[src/hw/pmu_alarm_defs.svh]
// constants for the alarm, mode and pin routing block
`ifndef PMU_ALARM_DEFS_SVH
`define PMU_ALARM_DEFS_SVH

`define NCH              4
`define TEMP_W           8
`define TEMP_DEFAULT_C   8'h82
`define MEAS_W           16
`define CLEAR_BIT        6
`define STATUS_W         18
`define ST_TEMP_LATCHED  0
`define ST_TEMP_LIVE     1
`define ST_CH_BASE       2
`define ST_CH_STRIDE     4
`define ST_GUARD_LATCHED 0
`define ST_GUARD_LIVE    1
`define ST_CLAMP_LATCHED 2
`define ST_CLAMP_LIVE    3

`endif

[src/hw/pmu_alarm_pkg.sv]
// types shared by the alarm, mode and pin routing block
package pmu_alarm_pkg;

  typedef enum logic [1:0] {
    HOST_SERIAL       = 2'h1,
    HOST_DIFFERENTIAL = 2'h2
  } host_mode_t;

  typedef logic [3:0] chan_vec_t;

endpackage

[src/hw/alarm_if.sv]
// guard and clamp alarm signals between top and alarm collector
`timescale 1ns/100ps
interface alarm_if;
  pmu_alarm_pkg::chan_vec_t guard_fault;
  pmu_alarm_pkg::chan_vec_t clamp_fault;
  logic                     clear;
  logic                     cg_enable;
  logic                     cg_latch_mode;
  logic                     guard_en;
  logic                     clamp_en;
  pmu_alarm_pkg::chan_vec_t guard_latched;
  pmu_alarm_pkg::chan_vec_t guard_live;
  pmu_alarm_pkg::chan_vec_t clamp_latched;
  pmu_alarm_pkg::chan_vec_t clamp_live;
  logic                     pin_drive;

  modport top (
    output guard_fault, clamp_fault, clear, cg_enable, cg_latch_mode,
    output guard_en, clamp_en,
    input  guard_latched, guard_live, clamp_latched, clamp_live, pin_drive
  );
  modport collector (
    input  guard_fault, clamp_fault, clear, cg_enable, cg_latch_mode,
    input  guard_en, clamp_en,
    output guard_latched, guard_live, clamp_latched, clamp_live, pin_drive
  );
endinterface

[src/hw/guard_clamp_alarm.sv]
// guard and clamp alarm flags and the shared alarm pin drive
`timescale 1ns/100ps
`include "pmu_alarm_defs.svh"
module guard_clamp_alarm (
  input  wire logic i_clk,
  input  wire logic i_rstn,
  alarm_if.collector a
);
  pmu_alarm_pkg::chan_vec_t guard_lat_q, guard_lat_d;
  pmu_alarm_pkg::chan_vec_t clamp_lat_q, clamp_lat_d;
  pmu_alarm_pkg::chan_vec_t guard_live_q, clamp_live_q;
  logic                     pin_q, pin_d;
  logic                     live_any, lat_any;
  logic                     armed_q;

  // set beats a clear arriving in the same cycle
  assign guard_lat_d = a.guard_fault | (guard_lat_q & ~{`NCH{a.clear}});
  assign clamp_lat_d = a.clamp_fault | (clamp_lat_q & ~{`NCH{a.clear}});
  assign live_any = (a.guard_en & (|guard_live_q))
                  | (a.clamp_en & (|clamp_live_q));
  assign lat_any  = (a.guard_en & (|guard_lat_q))
                  | (a.clamp_en & (|clamp_lat_q));
  assign pin_d = a.cg_enable & (a.cg_latch_mode ? lat_any : live_any);

  always_ff @(posedge i_clk) begin
    if (!i_rstn) begin
      guard_lat_q  <= 4'h0;
      clamp_lat_q  <= 4'h0;
      guard_live_q <= 4'h0;
      clamp_live_q <= 4'h0;
      pin_q        <= 1'b0;
    end else begin
      guard_lat_q  <= guard_lat_d;
      clamp_lat_q  <= clamp_lat_d;
      guard_live_q <= a.guard_fault;
      clamp_live_q <= a.clamp_fault;
      pin_q        <= pin_d;
    end
  end

  assign a.guard_latched = guard_lat_q;
  assign a.clamp_latched = clamp_lat_q;
  assign a.guard_live    = guard_live_q;
  assign a.clamp_live    = clamp_live_q;
  assign a.pin_drive     = pin_q;

  // checks skip the release edge, whose update still applies reset
  always_ff @(posedge i_clk) begin
    armed_q <= i_rstn;
  end
endmodule // guard_clamp_alarm

[src/hw/pmu_alarm_and_mode_pins.sv]
// alarm pins, alarm status word, host mode select and low-sense routing
`timescale 1ns/100ps
`include "pmu_alarm_defs.svh"
module pmu_alarm_and_mode_pins (
  input  wire logic                 i_clk,
  input  wire logic                 i_rstn,
  input  wire logic [`TEMP_W-1:0]   i_junction_temp,
  input  wire logic [`TEMP_W-1:0]   i_user_temp_limit,
  input  wire logic                 i_user_limit_en,
  input  wire logic                 i_meas_reg_wr,
  input  wire logic [`MEAS_W-1:0]   i_meas_reg_wdata,
  input  wire logic [`NCH-1:0]      i_guard_fault,
  input  wire logic [`NCH-1:0]      i_clamp_fault,
  input  wire logic                 i_cg_alarm_en,
  input  wire logic                 i_cg_latch_mode,
  input  wire logic                 i_guard_alarm_en,
  input  wire logic                 i_clamp_alarm_en,
  input  wire logic                 i_interface_select,
  input  wire logic [`NCH-1:0]      i_per_channel_low_sense,
  input  wire logic                 i_over_temperature_alarm_in,
  input  wire logic                 i_guard_clamp_alarm_in,
  output logic                      o_over_temperature_alarm_out,
  output logic                      o_over_temperature_alarm_oe,
  output logic                      o_guard_clamp_alarm_out,
  output logic                      o_guard_clamp_alarm_oe,
  output logic [`STATUS_W-1:0]      o_alarm_status,
  output pmu_alarm_pkg::host_mode_t o_host_mode,
  output logic                      o_comparator_pins_differential,
  output logic [`NCH-1:0]           o_low_sense_from_guard_pin,
  output logic [`NCH-1:0]           o_guard_amp_from_high_sense
);

  function automatic int status_bit(input int ch, input int field);
    status_bit = `ST_CH_BASE + ch * `ST_CH_STRIDE + field;
  endfunction

  alarm_if cg ();

  logic [`TEMP_W-1:0]        temp_limit;
  logic                      over_temp;
  logic                      clear_wr;
  logic                      temp_lat_q, temp_lat_d;
  logic                      diff_sel;
  pmu_alarm_pkg::host_mode_t mode_q, mode_d;
  logic [`NCH-1:0]           route_q;
  logic [`STATUS_W-1:0]      status_q, status_d;

  assign temp_limit = i_user_limit_en ? i_user_temp_limit
                                      : `TEMP_DEFAULT_C;
  assign over_temp  = i_junction_temp > temp_limit;
  // any channel's measurement register carries the same clear bit
  assign clear_wr   = i_meas_reg_wr & i_meas_reg_wdata[`CLEAR_BIT];
  // a fresh over-temperature beats a clear in the same cycle
  assign temp_lat_d = over_temp | (temp_lat_q & ~clear_wr);

  // the pad pull-down makes a floating select read low
  assign diff_sel = i_interface_select;
  assign mode_d   = diff_sel ? pmu_alarm_pkg::HOST_DIFFERENTIAL
                             : pmu_alarm_pkg::HOST_SERIAL;

  assign cg.guard_fault   = i_guard_fault;
  assign cg.clamp_fault   = i_clamp_fault;
  // one clear write releases temperature and guard/clamp latches
  assign cg.clear         = clear_wr;
  assign cg.cg_enable     = i_cg_alarm_en;
  assign cg.cg_latch_mode = i_cg_latch_mode;
  assign cg.guard_en      = i_guard_alarm_en;
  assign cg.clamp_en      = i_clamp_alarm_en;

  guard_clamp_alarm u_cg (
    .i_clk  (i_clk),
    .i_rstn (i_rstn),
    .a      (cg.collector)
  );

  always_comb begin
    status_d = '0;
    status_d[`ST_TEMP_LATCHED] = temp_lat_d;
    status_d[`ST_TEMP_LIVE]    = over_temp;
    for (int ch = 0; ch < `NCH; ch++) begin
      status_d[status_bit(ch, `ST_GUARD_LATCHED)] = cg.guard_latched[ch];
      status_d[status_bit(ch, `ST_GUARD_LIVE)]    = cg.guard_live[ch];
      status_d[status_bit(ch, `ST_CLAMP_LATCHED)] = cg.clamp_latched[ch];
      status_d[status_bit(ch, `ST_CLAMP_LIVE)]    = cg.clamp_live[ch];
    end
  end

  always_ff @(posedge i_clk) begin
    if (!i_rstn) begin
      temp_lat_q  <= 1'b0;
      mode_q      <= pmu_alarm_pkg::HOST_SERIAL;
      route_q     <= 4'h0;
      status_q    <= '0;
    end else begin
      temp_lat_q  <= temp_lat_d;
      mode_q      <= mode_d;
      route_q     <= i_per_channel_low_sense;
      status_q    <= status_d;
    end
  end

  // open-drain pads: output level is always low, enable pulls the line
  assign o_over_temperature_alarm_out   = 1'b0;
  assign o_over_temperature_alarm_oe    = temp_lat_q;
  assign o_guard_clamp_alarm_out        = 1'b0;
  assign o_guard_clamp_alarm_oe         = cg.pin_drive;
  assign o_alarm_status                 = status_q;
  assign o_host_mode                    = mode_q;
  assign o_comparator_pins_differential =
    (mode_q == pmu_alarm_pkg::HOST_DIFFERENTIAL);
  assign o_low_sense_from_guard_pin     = route_q;
  // guard input moves to high sense when its pin becomes low sense
  assign o_guard_amp_from_high_sense    = route_q;

  // checks skip the release edge, whose update still applies reset
  logic armed_q;
  always_ff @(posedge i_clk) begin
    armed_q <= i_rstn;
  end
endmodule // pmu_alarm_and_mode_pins

[config.mk]
export PLATFORM = sky130hd
export DESIGN_NAME = pmu_alarm_and_mode_pins
export DESIGN_NICKNAME = d
export VERILOG_FILES = /design/src/hw/pmu_alarm_pkg.sv /design/src/hw/alarm_if.sv /design/src/hw/guard_clamp_alarm.sv /design/src/hw/pmu_alarm_and_mode_pins.sv
export VERILOG_INCLUDE_DIRS = /design/src /design/src/hw
export SDC_FILE = /design/constraint.sdc
export NUM_CORES = 1
export LEC_CHECK = 0
export BUFFER_PORTS_ARGS = -buffer_cell sky130_fd_sc_hd__buf_2
export CAP_MARGIN = 0
export CORE_AREA = 2 2 62 64
export CTS_CLUSTER_DIAMETER = 60
export DETAILED_ROUTE_END_ITERATION = 10
export DIE_AREA = 0 0 64 66
export PLACE_DENSITY = 0.77
export SYNTH_ARGS = -nofsm -noshare
export SYNTH_HDL_FRONTEND = slang
export SYNTH_SLANG_ARGS = --single-unit
[constraint.sdc]
create_clock -name i_clk -period 1.6 [get_ports i_clk]
set_input_delay 0.16 -clock i_clk [delete_from_list [all_inputs] [get_ports i_clk]]
set_output_delay 0.16 -clock i_clk [all_outputs]
set_load 0.01 [all_outputs]
-- Word level (Yosys, flattened, before mapping)
Cells that the tools add are included.
- magnitude comparators: 1
- equal/unequal tests: 1
- muxes and demuxes: 3
- bitwise gates (word level): 16
- reduce and logical (&&, ||, !) cells: 4
- operators by type and width (operator ; number):
    $reduce_or A4 Y1 ; 4
    $and A4 B4 Y4 ; 2
    $gt A8 B8 Y1 ; 1
    $mux W8 ; 1
    $or A4 B4 Y4 ; 2
    $and A1 B1 Y1 ; 7
    $not A4 Y4 ; 1
    $or A1 B1 Y1 ; 3
    $eq A2 B2 Y1 const B ; 1
    $mux W2 ; 1
    $mux W1 ; 1
    $not A1 Y1 ; 1
- bits in registers: 42
- input bits: 55
- output and inout bits: 33
- logic and storage cells: 34

-- Longest topological paths before layout
Gate-level depths: netlist of the first run.
- depth in word-level cells: 5
- mapped depth: 6
- depth with buffers taken out: 6

-- Cells and area by module
Synthesis of the first run repeated with hierarchy kept, for this count alone.
- cell total of the unflattened synthesis: 141
- area total of the unflattened synthesis: 1495.2 µm²
- modules (own cells, without submodules) (module ; times used ; cells an instance ; area an instance (µm²) ; sequential area each (µm²)):
    pmu_alarm_and_mode_pins ; 1 ; 92 ; 930.9 ; 480.5
    guard_clamp_alarm ; 1 ; 49 ; 564.3 ; 340.3

-- Worst setup path before layout of the first run
OpenSTA, ideal clock, no wires.
- kind: in2reg
- start: input i_user_limit_en
- end: register status_q[0] (netlist: o_alarm_status[0])
- library setup time: 132 ps
- data arrival time: 1223 ps
- required time: 1468 ps
- setup slack: 245 ps
- stages on the path: 6
- buffers on the path: 0
- cell sequence: nor2b_1 > ha_1 > nor2b_1 > o211ai_1 > nor4bb_1 > o21ai_0
- longest elaborated chain between the ends: 3
- ends and longest elaborated chain (item ; RTL line ; text):
    start: declaration ; pmu_alarm_and_mode_pins.sv:9 ; input wire logic i_user_limit_en,
    $mux W8 (no source line) ; -- ;
    $gt A8 B8 Y1 ; pmu_alarm_and_mode_pins.sv:50 ; assign over_temp = i_junction_temp > temp_limit;
    $or A1 B1 Y1 ; pmu_alarm_and_mode_pins.sv:54 ; assign temp_lat_d = over_temp | (temp_lat_q & ~clear_wr);
    end signal: assignment ; pmu_alarm_and_mode_pins.sv:98 ; status_q <= status_d;
    end: declaration ; pmu_alarm_and_mode_pins.sv:46 ; logic [`STATUS_W-1:0] status_q, status_d;
Every way passes these cells.
A chain may end at the register's enable or synchronous reset.

-- Worst setup path in the final report of the first run
- start: register u_cg.guard_live_q[1] (netlist: u_cg.a.guard_live[1])
- end: register u_cg.pin_q (netlist: u_cg.a.pin_drive)
- longest elaborated chain between the ends: 5
- ends and longest elaborated chain (item ; RTL line ; text):
    start: declaration ; guard_clamp_alarm.sv:11 ; pmu_alarm_pkg::chan_vec_t guard_live_q, clamp_live_q;
    start signal: assignment ; guard_clamp_alarm.sv:35 ; guard_live_q <= a.guard_fault;
    $reduce_or A4 Y1 ; guard_clamp_alarm.sv:19 ; assign live_any = (a.guard_en & (|guard_live_q))
    $and A1 B1 Y1 ; guard_clamp_alarm.sv:19 ;
    $or A1 B1 Y1 ; guard_clamp_alarm.sv:20 ; | (a.clamp_en & (|clamp_live_q));
    $mux W1 ; guard_clamp_alarm.sv:23 ; assign pin_d = a.cg_enable & (a.cg_latch_mode ? lat_any : live_any);
    $and A1 B1 Y1 ; guard_clamp_alarm.sv:23 ;
    end signal: assignment ; guard_clamp_alarm.sv:37 ; pin_q <= pin_d;
    end: declaration ; guard_clamp_alarm.sv:12 ; logic pin_q, pin_d;
Every way passes these cells.

==> impl_metrics.ini, run 1 <==
[outcome]
outcome = finished clean

[clocking]
htreeDepth = 2
numCtsBuffers = 5
ctsResizeCount = 0
cts_buffer_depth = 2
cts_tree = done
clock_latency_ps = 330
cts.sinks = 41
clockRootBuffer = clkbuf_4
path_clk_slew_ps = 110

[timing]
fin_tns_setup_ps = 0
fin_crit_sh = 0.838
finClkSkew_ps = 6.47
hold_violations = 0
fmax_mhz = 746
setup_violations = 0
final.min_clock_period_ps = 1340
slew_viol_final = 0
rsz0062_at_grt = no

[worst_setup_path]
path_cells = or4_1, a221oi_2, a311oi_1
timing.critical_path.fanout_max = 2
r2r_slack_ps = 260
worst-path-buf-inv = 0
critPathCaptureType = register
cp_slowest_cell = or4_1
crit_type = register to register
slowest_delay_ps = 560
start_kind = register
cpLargestDelayFamily = simple AND/OR/NAND/NOR gates
cp.required_ps = 1820
arrival_ps = 1560

[floorplanning]
die_x_um = 64
die_h_um = 66
dieArea_um2 = 4220
placementRows = 22
ios = 88
core_area_um2 = 3550
start_util = 0.404

[synth]
synth_xor_area_frac = 0
ys_warn_count = 0
synth_top_family_by_area = simple AND/OR/NAND/NOR gates
ys_seq_area_frac = 0.572
yosysMostFrequentCell = dfxtp_1
synthSimpleGateAreaFrac = 0.203
synth_flop_cell = dfxtp_1
synthesis.area_um2 = 1440
syn_area_per_cell_um2 = 11.0
synthTopCellsByCount = dfxtp_1 (41), and2_1 (28), nand2_1 (9), a21o_1 (8), ha_1 (8)
synth_compound_area_frac = 0.103
synthCells = 130
synth_top_area_frac = 0.572
synth.mux.area_fraction = 0
synth_fa_ha_area_frac = 0.0697
synthDistinctLibCells = 24
synthArstFlopShare = 0
synth_area_leader_cell = dfxtp_1
ys_ff_latch = 41
synth_edf_count = 0
synthTopCellsByArea = dfxtp_1 (57%), and2_1 (12%), ha_1 (7.0%)

[power_and_ir_drop]
p_leak_nw = 0.976
power_mw = 1.82
powerDensity_nw_per_um2 = 980
max-vdd-ir-drop_mv = 0.396

[min_path]
hold_class = primary input to register

[route]
drtPass1Iterations = 4
drtIter0Drc = 18
remaining_drc_errors = 0
vias = 1097
ant_nets = 0
viasPerCell = 4.42
wl_per_cell_um = 10.3
routed_wl_um = 2550

[grt]
grt_max_degree = 33
track_usage = 0.132
grt_pass1_wl_um = 4150
grt_pass1_vias = 1002
grt_overflow = 0
grt_antenna_before_repair = 0

[cells_and_area]
fin_area_um2 = 1850
postLayoutCoreUtil = 0.522
final_nets = 262
area.growth.synth_to_final_pct = 29.2
drive_gt1_frac = 0.390
antennaDiodeCount = 0

[placed_design]
dp_hpwl_um = 2020
dpl_cell_area_um2 = 1780
port_buffers = 68
gp_congestion = 0.793

[job]
cap_violations = 0
power breakdown:
group | leakage, nW | internal, mW | switching, mW
registers | 0.341 | 1.09 | 0.0278
clock network | 0.0320 | 0.168 | 0.299
logic | 0.603 | 0.127 | 0.111
layer usage:
metal,share of wire,wire length (um),track usage
met4,0.011,27,0.0652
met1,0.39,1000,0.134
met5,0,0,0
met2,0.50,1280,0.228
met3,0.096,244,0.0596
kinds of logic after synthesis:
kind of cell             after synthesis
AND/OR/NAND/NOR                       49
adder cells (fa/ha/maj)                8
other                                  1
AO/OA/AOI/OAI                         19
flip-flops                            41
buffers and inverters                 12
placed cells by master (no fill, tap or decap), types with 2 or more instances in the layout:
cell	instances
nor2_1	2
clkinv_2	2
dfxtp_1	41
dlygate4sd3_1	2
ha_1	8
clkbuf_4	5
o41ai_1	2
and2_1	28
inv_1	2
conb_1	2
buf_2	68
a21o_1	8
nor2b_1	4
o21ai_0	2
nand2_1	9
and4_1	2
or4_1	2
sequential cells by signal, summed over array words and instances (netlist names):
| name | cells |
|---|---|
| u_cg.a.clamp_live | 4 |
| o_host_mode | 2 |
| u_cg.a.pin_drive | 1 |
| o_alarm_status | 18 |
| u_cg.a.guard_latched | 4 |
| u_cg.a.clamp_latched | 4 |
| o_guard_amp_from_high_sense | 4 |
| u_cg.a.guard_live | 4 |
through the flow:
step	setup WS (ps)	std cells	hold slack [ps]
finish	259	248	27.5
floorplan	245	131	242
CTS	250	247	8.61
global route	198	248	2.49
detailed placement	-47.2	238	359
global placement	-8.41	238	344
area by class of cell:
cell class	instances	area (um^2)
fillers	337	1700
flip-flops and latches	41	821
multi-input cells	78	547
repair buffers	71	368
well taps	48	60.1
clock buffers	6	41.3
clock inverters	2	10.0
inverters	2	7.51
path summary, 6_finish.rpt:
check | startpoint | to | cells past startpoint
worst max-delay path | u_cg.a.guard_live[1] | u_cg.a.pin_drive | 3
worst min register to register | u_cg.a.guard_live[0] | o_alarm_status[3] | 1
worst max register to register | u_cg.a.guard_live[1] | u_cg.a.pin_drive | 3
worst min-delay path | i_per_channel_low_sense[0] | o_guard_amp_from_high_sense[0] | 2
what timing repair did:
item | in CTS | in global routing
hold buffers | 1 | 1
hold endpoints to repair | 1 | 1
buffers inserted | 0 | 0
No activity file was read; power rests on OpenSTA's default activity.
==> inputs of run 2 (changes only) <==
==> constraint.sdc (replaced) <==
create_clock -name i_clk -period 1.3 [get_ports i_clk]
set_input_delay 0.13 -clock i_clk [delete_from_list [all_inputs] [get_ports i_clk]]
set_output_delay 0.13 -clock i_clk [all_outputs]
set_load 0.01 [all_outputs]
==> impl_metrics.ini, run 2 (synthesized netlist as in run 1, its figures left out) <==
[outcome]
outcome = finished clean

[min_path]
min_to = u_cg.a.guard_live[2]
holdPathStages = 2
hold_start = i_guard_fault[2]
hold_class = primary input to register

[clocking]
path_clk_slew_ps = 110
post_cts_buffers = 0
numCtsBuffers = 5
clockRootBuffer = clkbuf_4
cts_tree = done
clock_latency_ps = 340
cts_buffer_depth = 2
htreeDepth = 2
cts.sinks = 41

[worst_setup_path]
start_kind = register
arrival_ps = 1510
cp.required_ps = 1530
path_cells = or4_4, a221oi_2, a311oi_1
worstReg2RegStart = u_cg.a.guard_live[1]
cpLargestDelayFamily = simple AND/OR/NAND/NOR gates
timing.critical_path.fanout_max = 2
worst-path-buf-inv = 0
r2r_slack_ps = 10
crit_start = u_cg.a.guard_live[1]
reg2regPathDepth = 3
slowest_delay_ps = 530
cp_slowest_cell = or4_4
rr_endpoint = u_cg.a.pin_drive
crit_type = register to register
critPathCaptureType = register

[job]
cap_violations = 0

[timing]
rsz0062_at_grt = yes
whs_ps = 9.22
fmax_mhz = 777
final.min_clock_period_ps = 1290
hold_violations = 0
layout_setup_ws_ps = 13.5
setup_violations = 0
fin_crit_sh = 0.990
finClkSkew_ps = 6.07
slew_viol_final = 0

[route]
vias = 1122
routed_wl_um = 2700
wl_per_cell_um = 10.5
ant_nets = 0
viasPerCell = 4.38
drtPass1Iterations = 2
drtIter0Drc = 18
remaining_drc_errors = 0

[cells_and_area]
area.growth.synth_to_final_pct = 39.2
largest_reg_flops = 18
postLayoutCoreUtil = 0.563
drive_gt1_frac = 0.418
mostFrequentLayoutCell = buf_2
final_cell_mix = buf_2 (68), dfxtp_1 (38), and2_1 (28)
final_nets = 270
antennaDiodeCount = 0
nFillCells = 313

[floorplanning]
ios = 88
die_x_um = 64
die_h_um = 66
start_util = 0.404
core_area_um2 = 3550
placementRows = 22
dieArea_um2 = 4220

[grt]
grt_pass1_vias = 1101
grt_pass1_wl_um = 4510
grt_antenna_before_repair = 0
grt_max_degree = 27
grt_overflow = 0
track_usage = 0.142

[power_and_ir_drop]
max-vdd-ir-drop_mv = 0.440
power_mw = 2.67
p_leak_nw = 1.04
powerDensity_nw_per_um2 = 1340

[placed_design]
port_buffers = 68
dp_hpwl_um = 2050
post-place-ws_ps = -230
gp_congestion = 0.724
[run 2: cell count changes in the layout (fill, tap and decap cells not counted), sizes merged]
cell / delta
dlygate4sd3: +6
clkbuf: -1
clkinv: -1
bufinv: +2
buf: +2
[run 2: cell type report]
cell class                 count  area (um^2)  share of cell area
clock buffer                   5         37.5              0.0188
sequential                    41          825               0.413
tap                           48         60.1              0.0301
clock inverter                 3         65.1              0.0326
inverter                       2         7.51             0.00376
multi-input combinational     78          561               0.281
timing repair buffer          79          443               0.222
[run 2: worst register-to-register path, cell delays in order, from the launching register on]
cell      delay [ps]
dfxtp_2          340
or4_4            530
a221oi_2         250
a311oi_1          60
[run 2: worst max path at each step]
stage                        endpoint  slack, ps  cells past startpoint
global route         u_cg.a.pin_drive        -50                      3
floorplan           o_alarm_status[0]          6                      5
global placement    o_alarm_status[0]       -180                      7
finish               u_cg.a.pin_drive         10                      3
CTS                  u_cg.a.pin_drive          3                      3
detailed placement  o_alarm_status[0]       -230                      6
[run 2: routing by layer]
metal,GRT usage,up-vias,share of wire
li1,-,579,-
met1,0.135,480,0.39
met2,0.264,57,0.49
met3,0.0562,6,0.099
met4,0.0652,0,0.020
met5,0,-,0
[run 2: repair_timing]
item / CTS / global route
setup endpoints to repair: 1 / 3
resized for setup: 2 / 4
endpoints found under the hold margin: 7 / 1
pin swaps: 1 / 3
gates cloned: 0 / 0
hold buffers: 7 / 1
[run 2: through the flow]
stage | instance area [um^2] | std cells | setup TNS [ps]
6_report | 2000 | 256 | 0
5_1_grt | 2000 | 256 | -61.6
4_1_cts | 1980 | 255 | 0
3_5_place_dp | 1800 | 240 | -443
3_3_place_gp | 1800 | 240 | -360
2_1_floorplan | 1450 | 131 | 0
[run 2: power breakdown]
part | leakage [nW] | switching, mW | internal, mW
Clock | 0.0552 | 0.376 | 0.595
Sequential | 0.341 | 0.0362 | 1.34
Combinational | 0.640 | 0.145 | 0.180
Total | 1.04 | 0.557 | 2.11
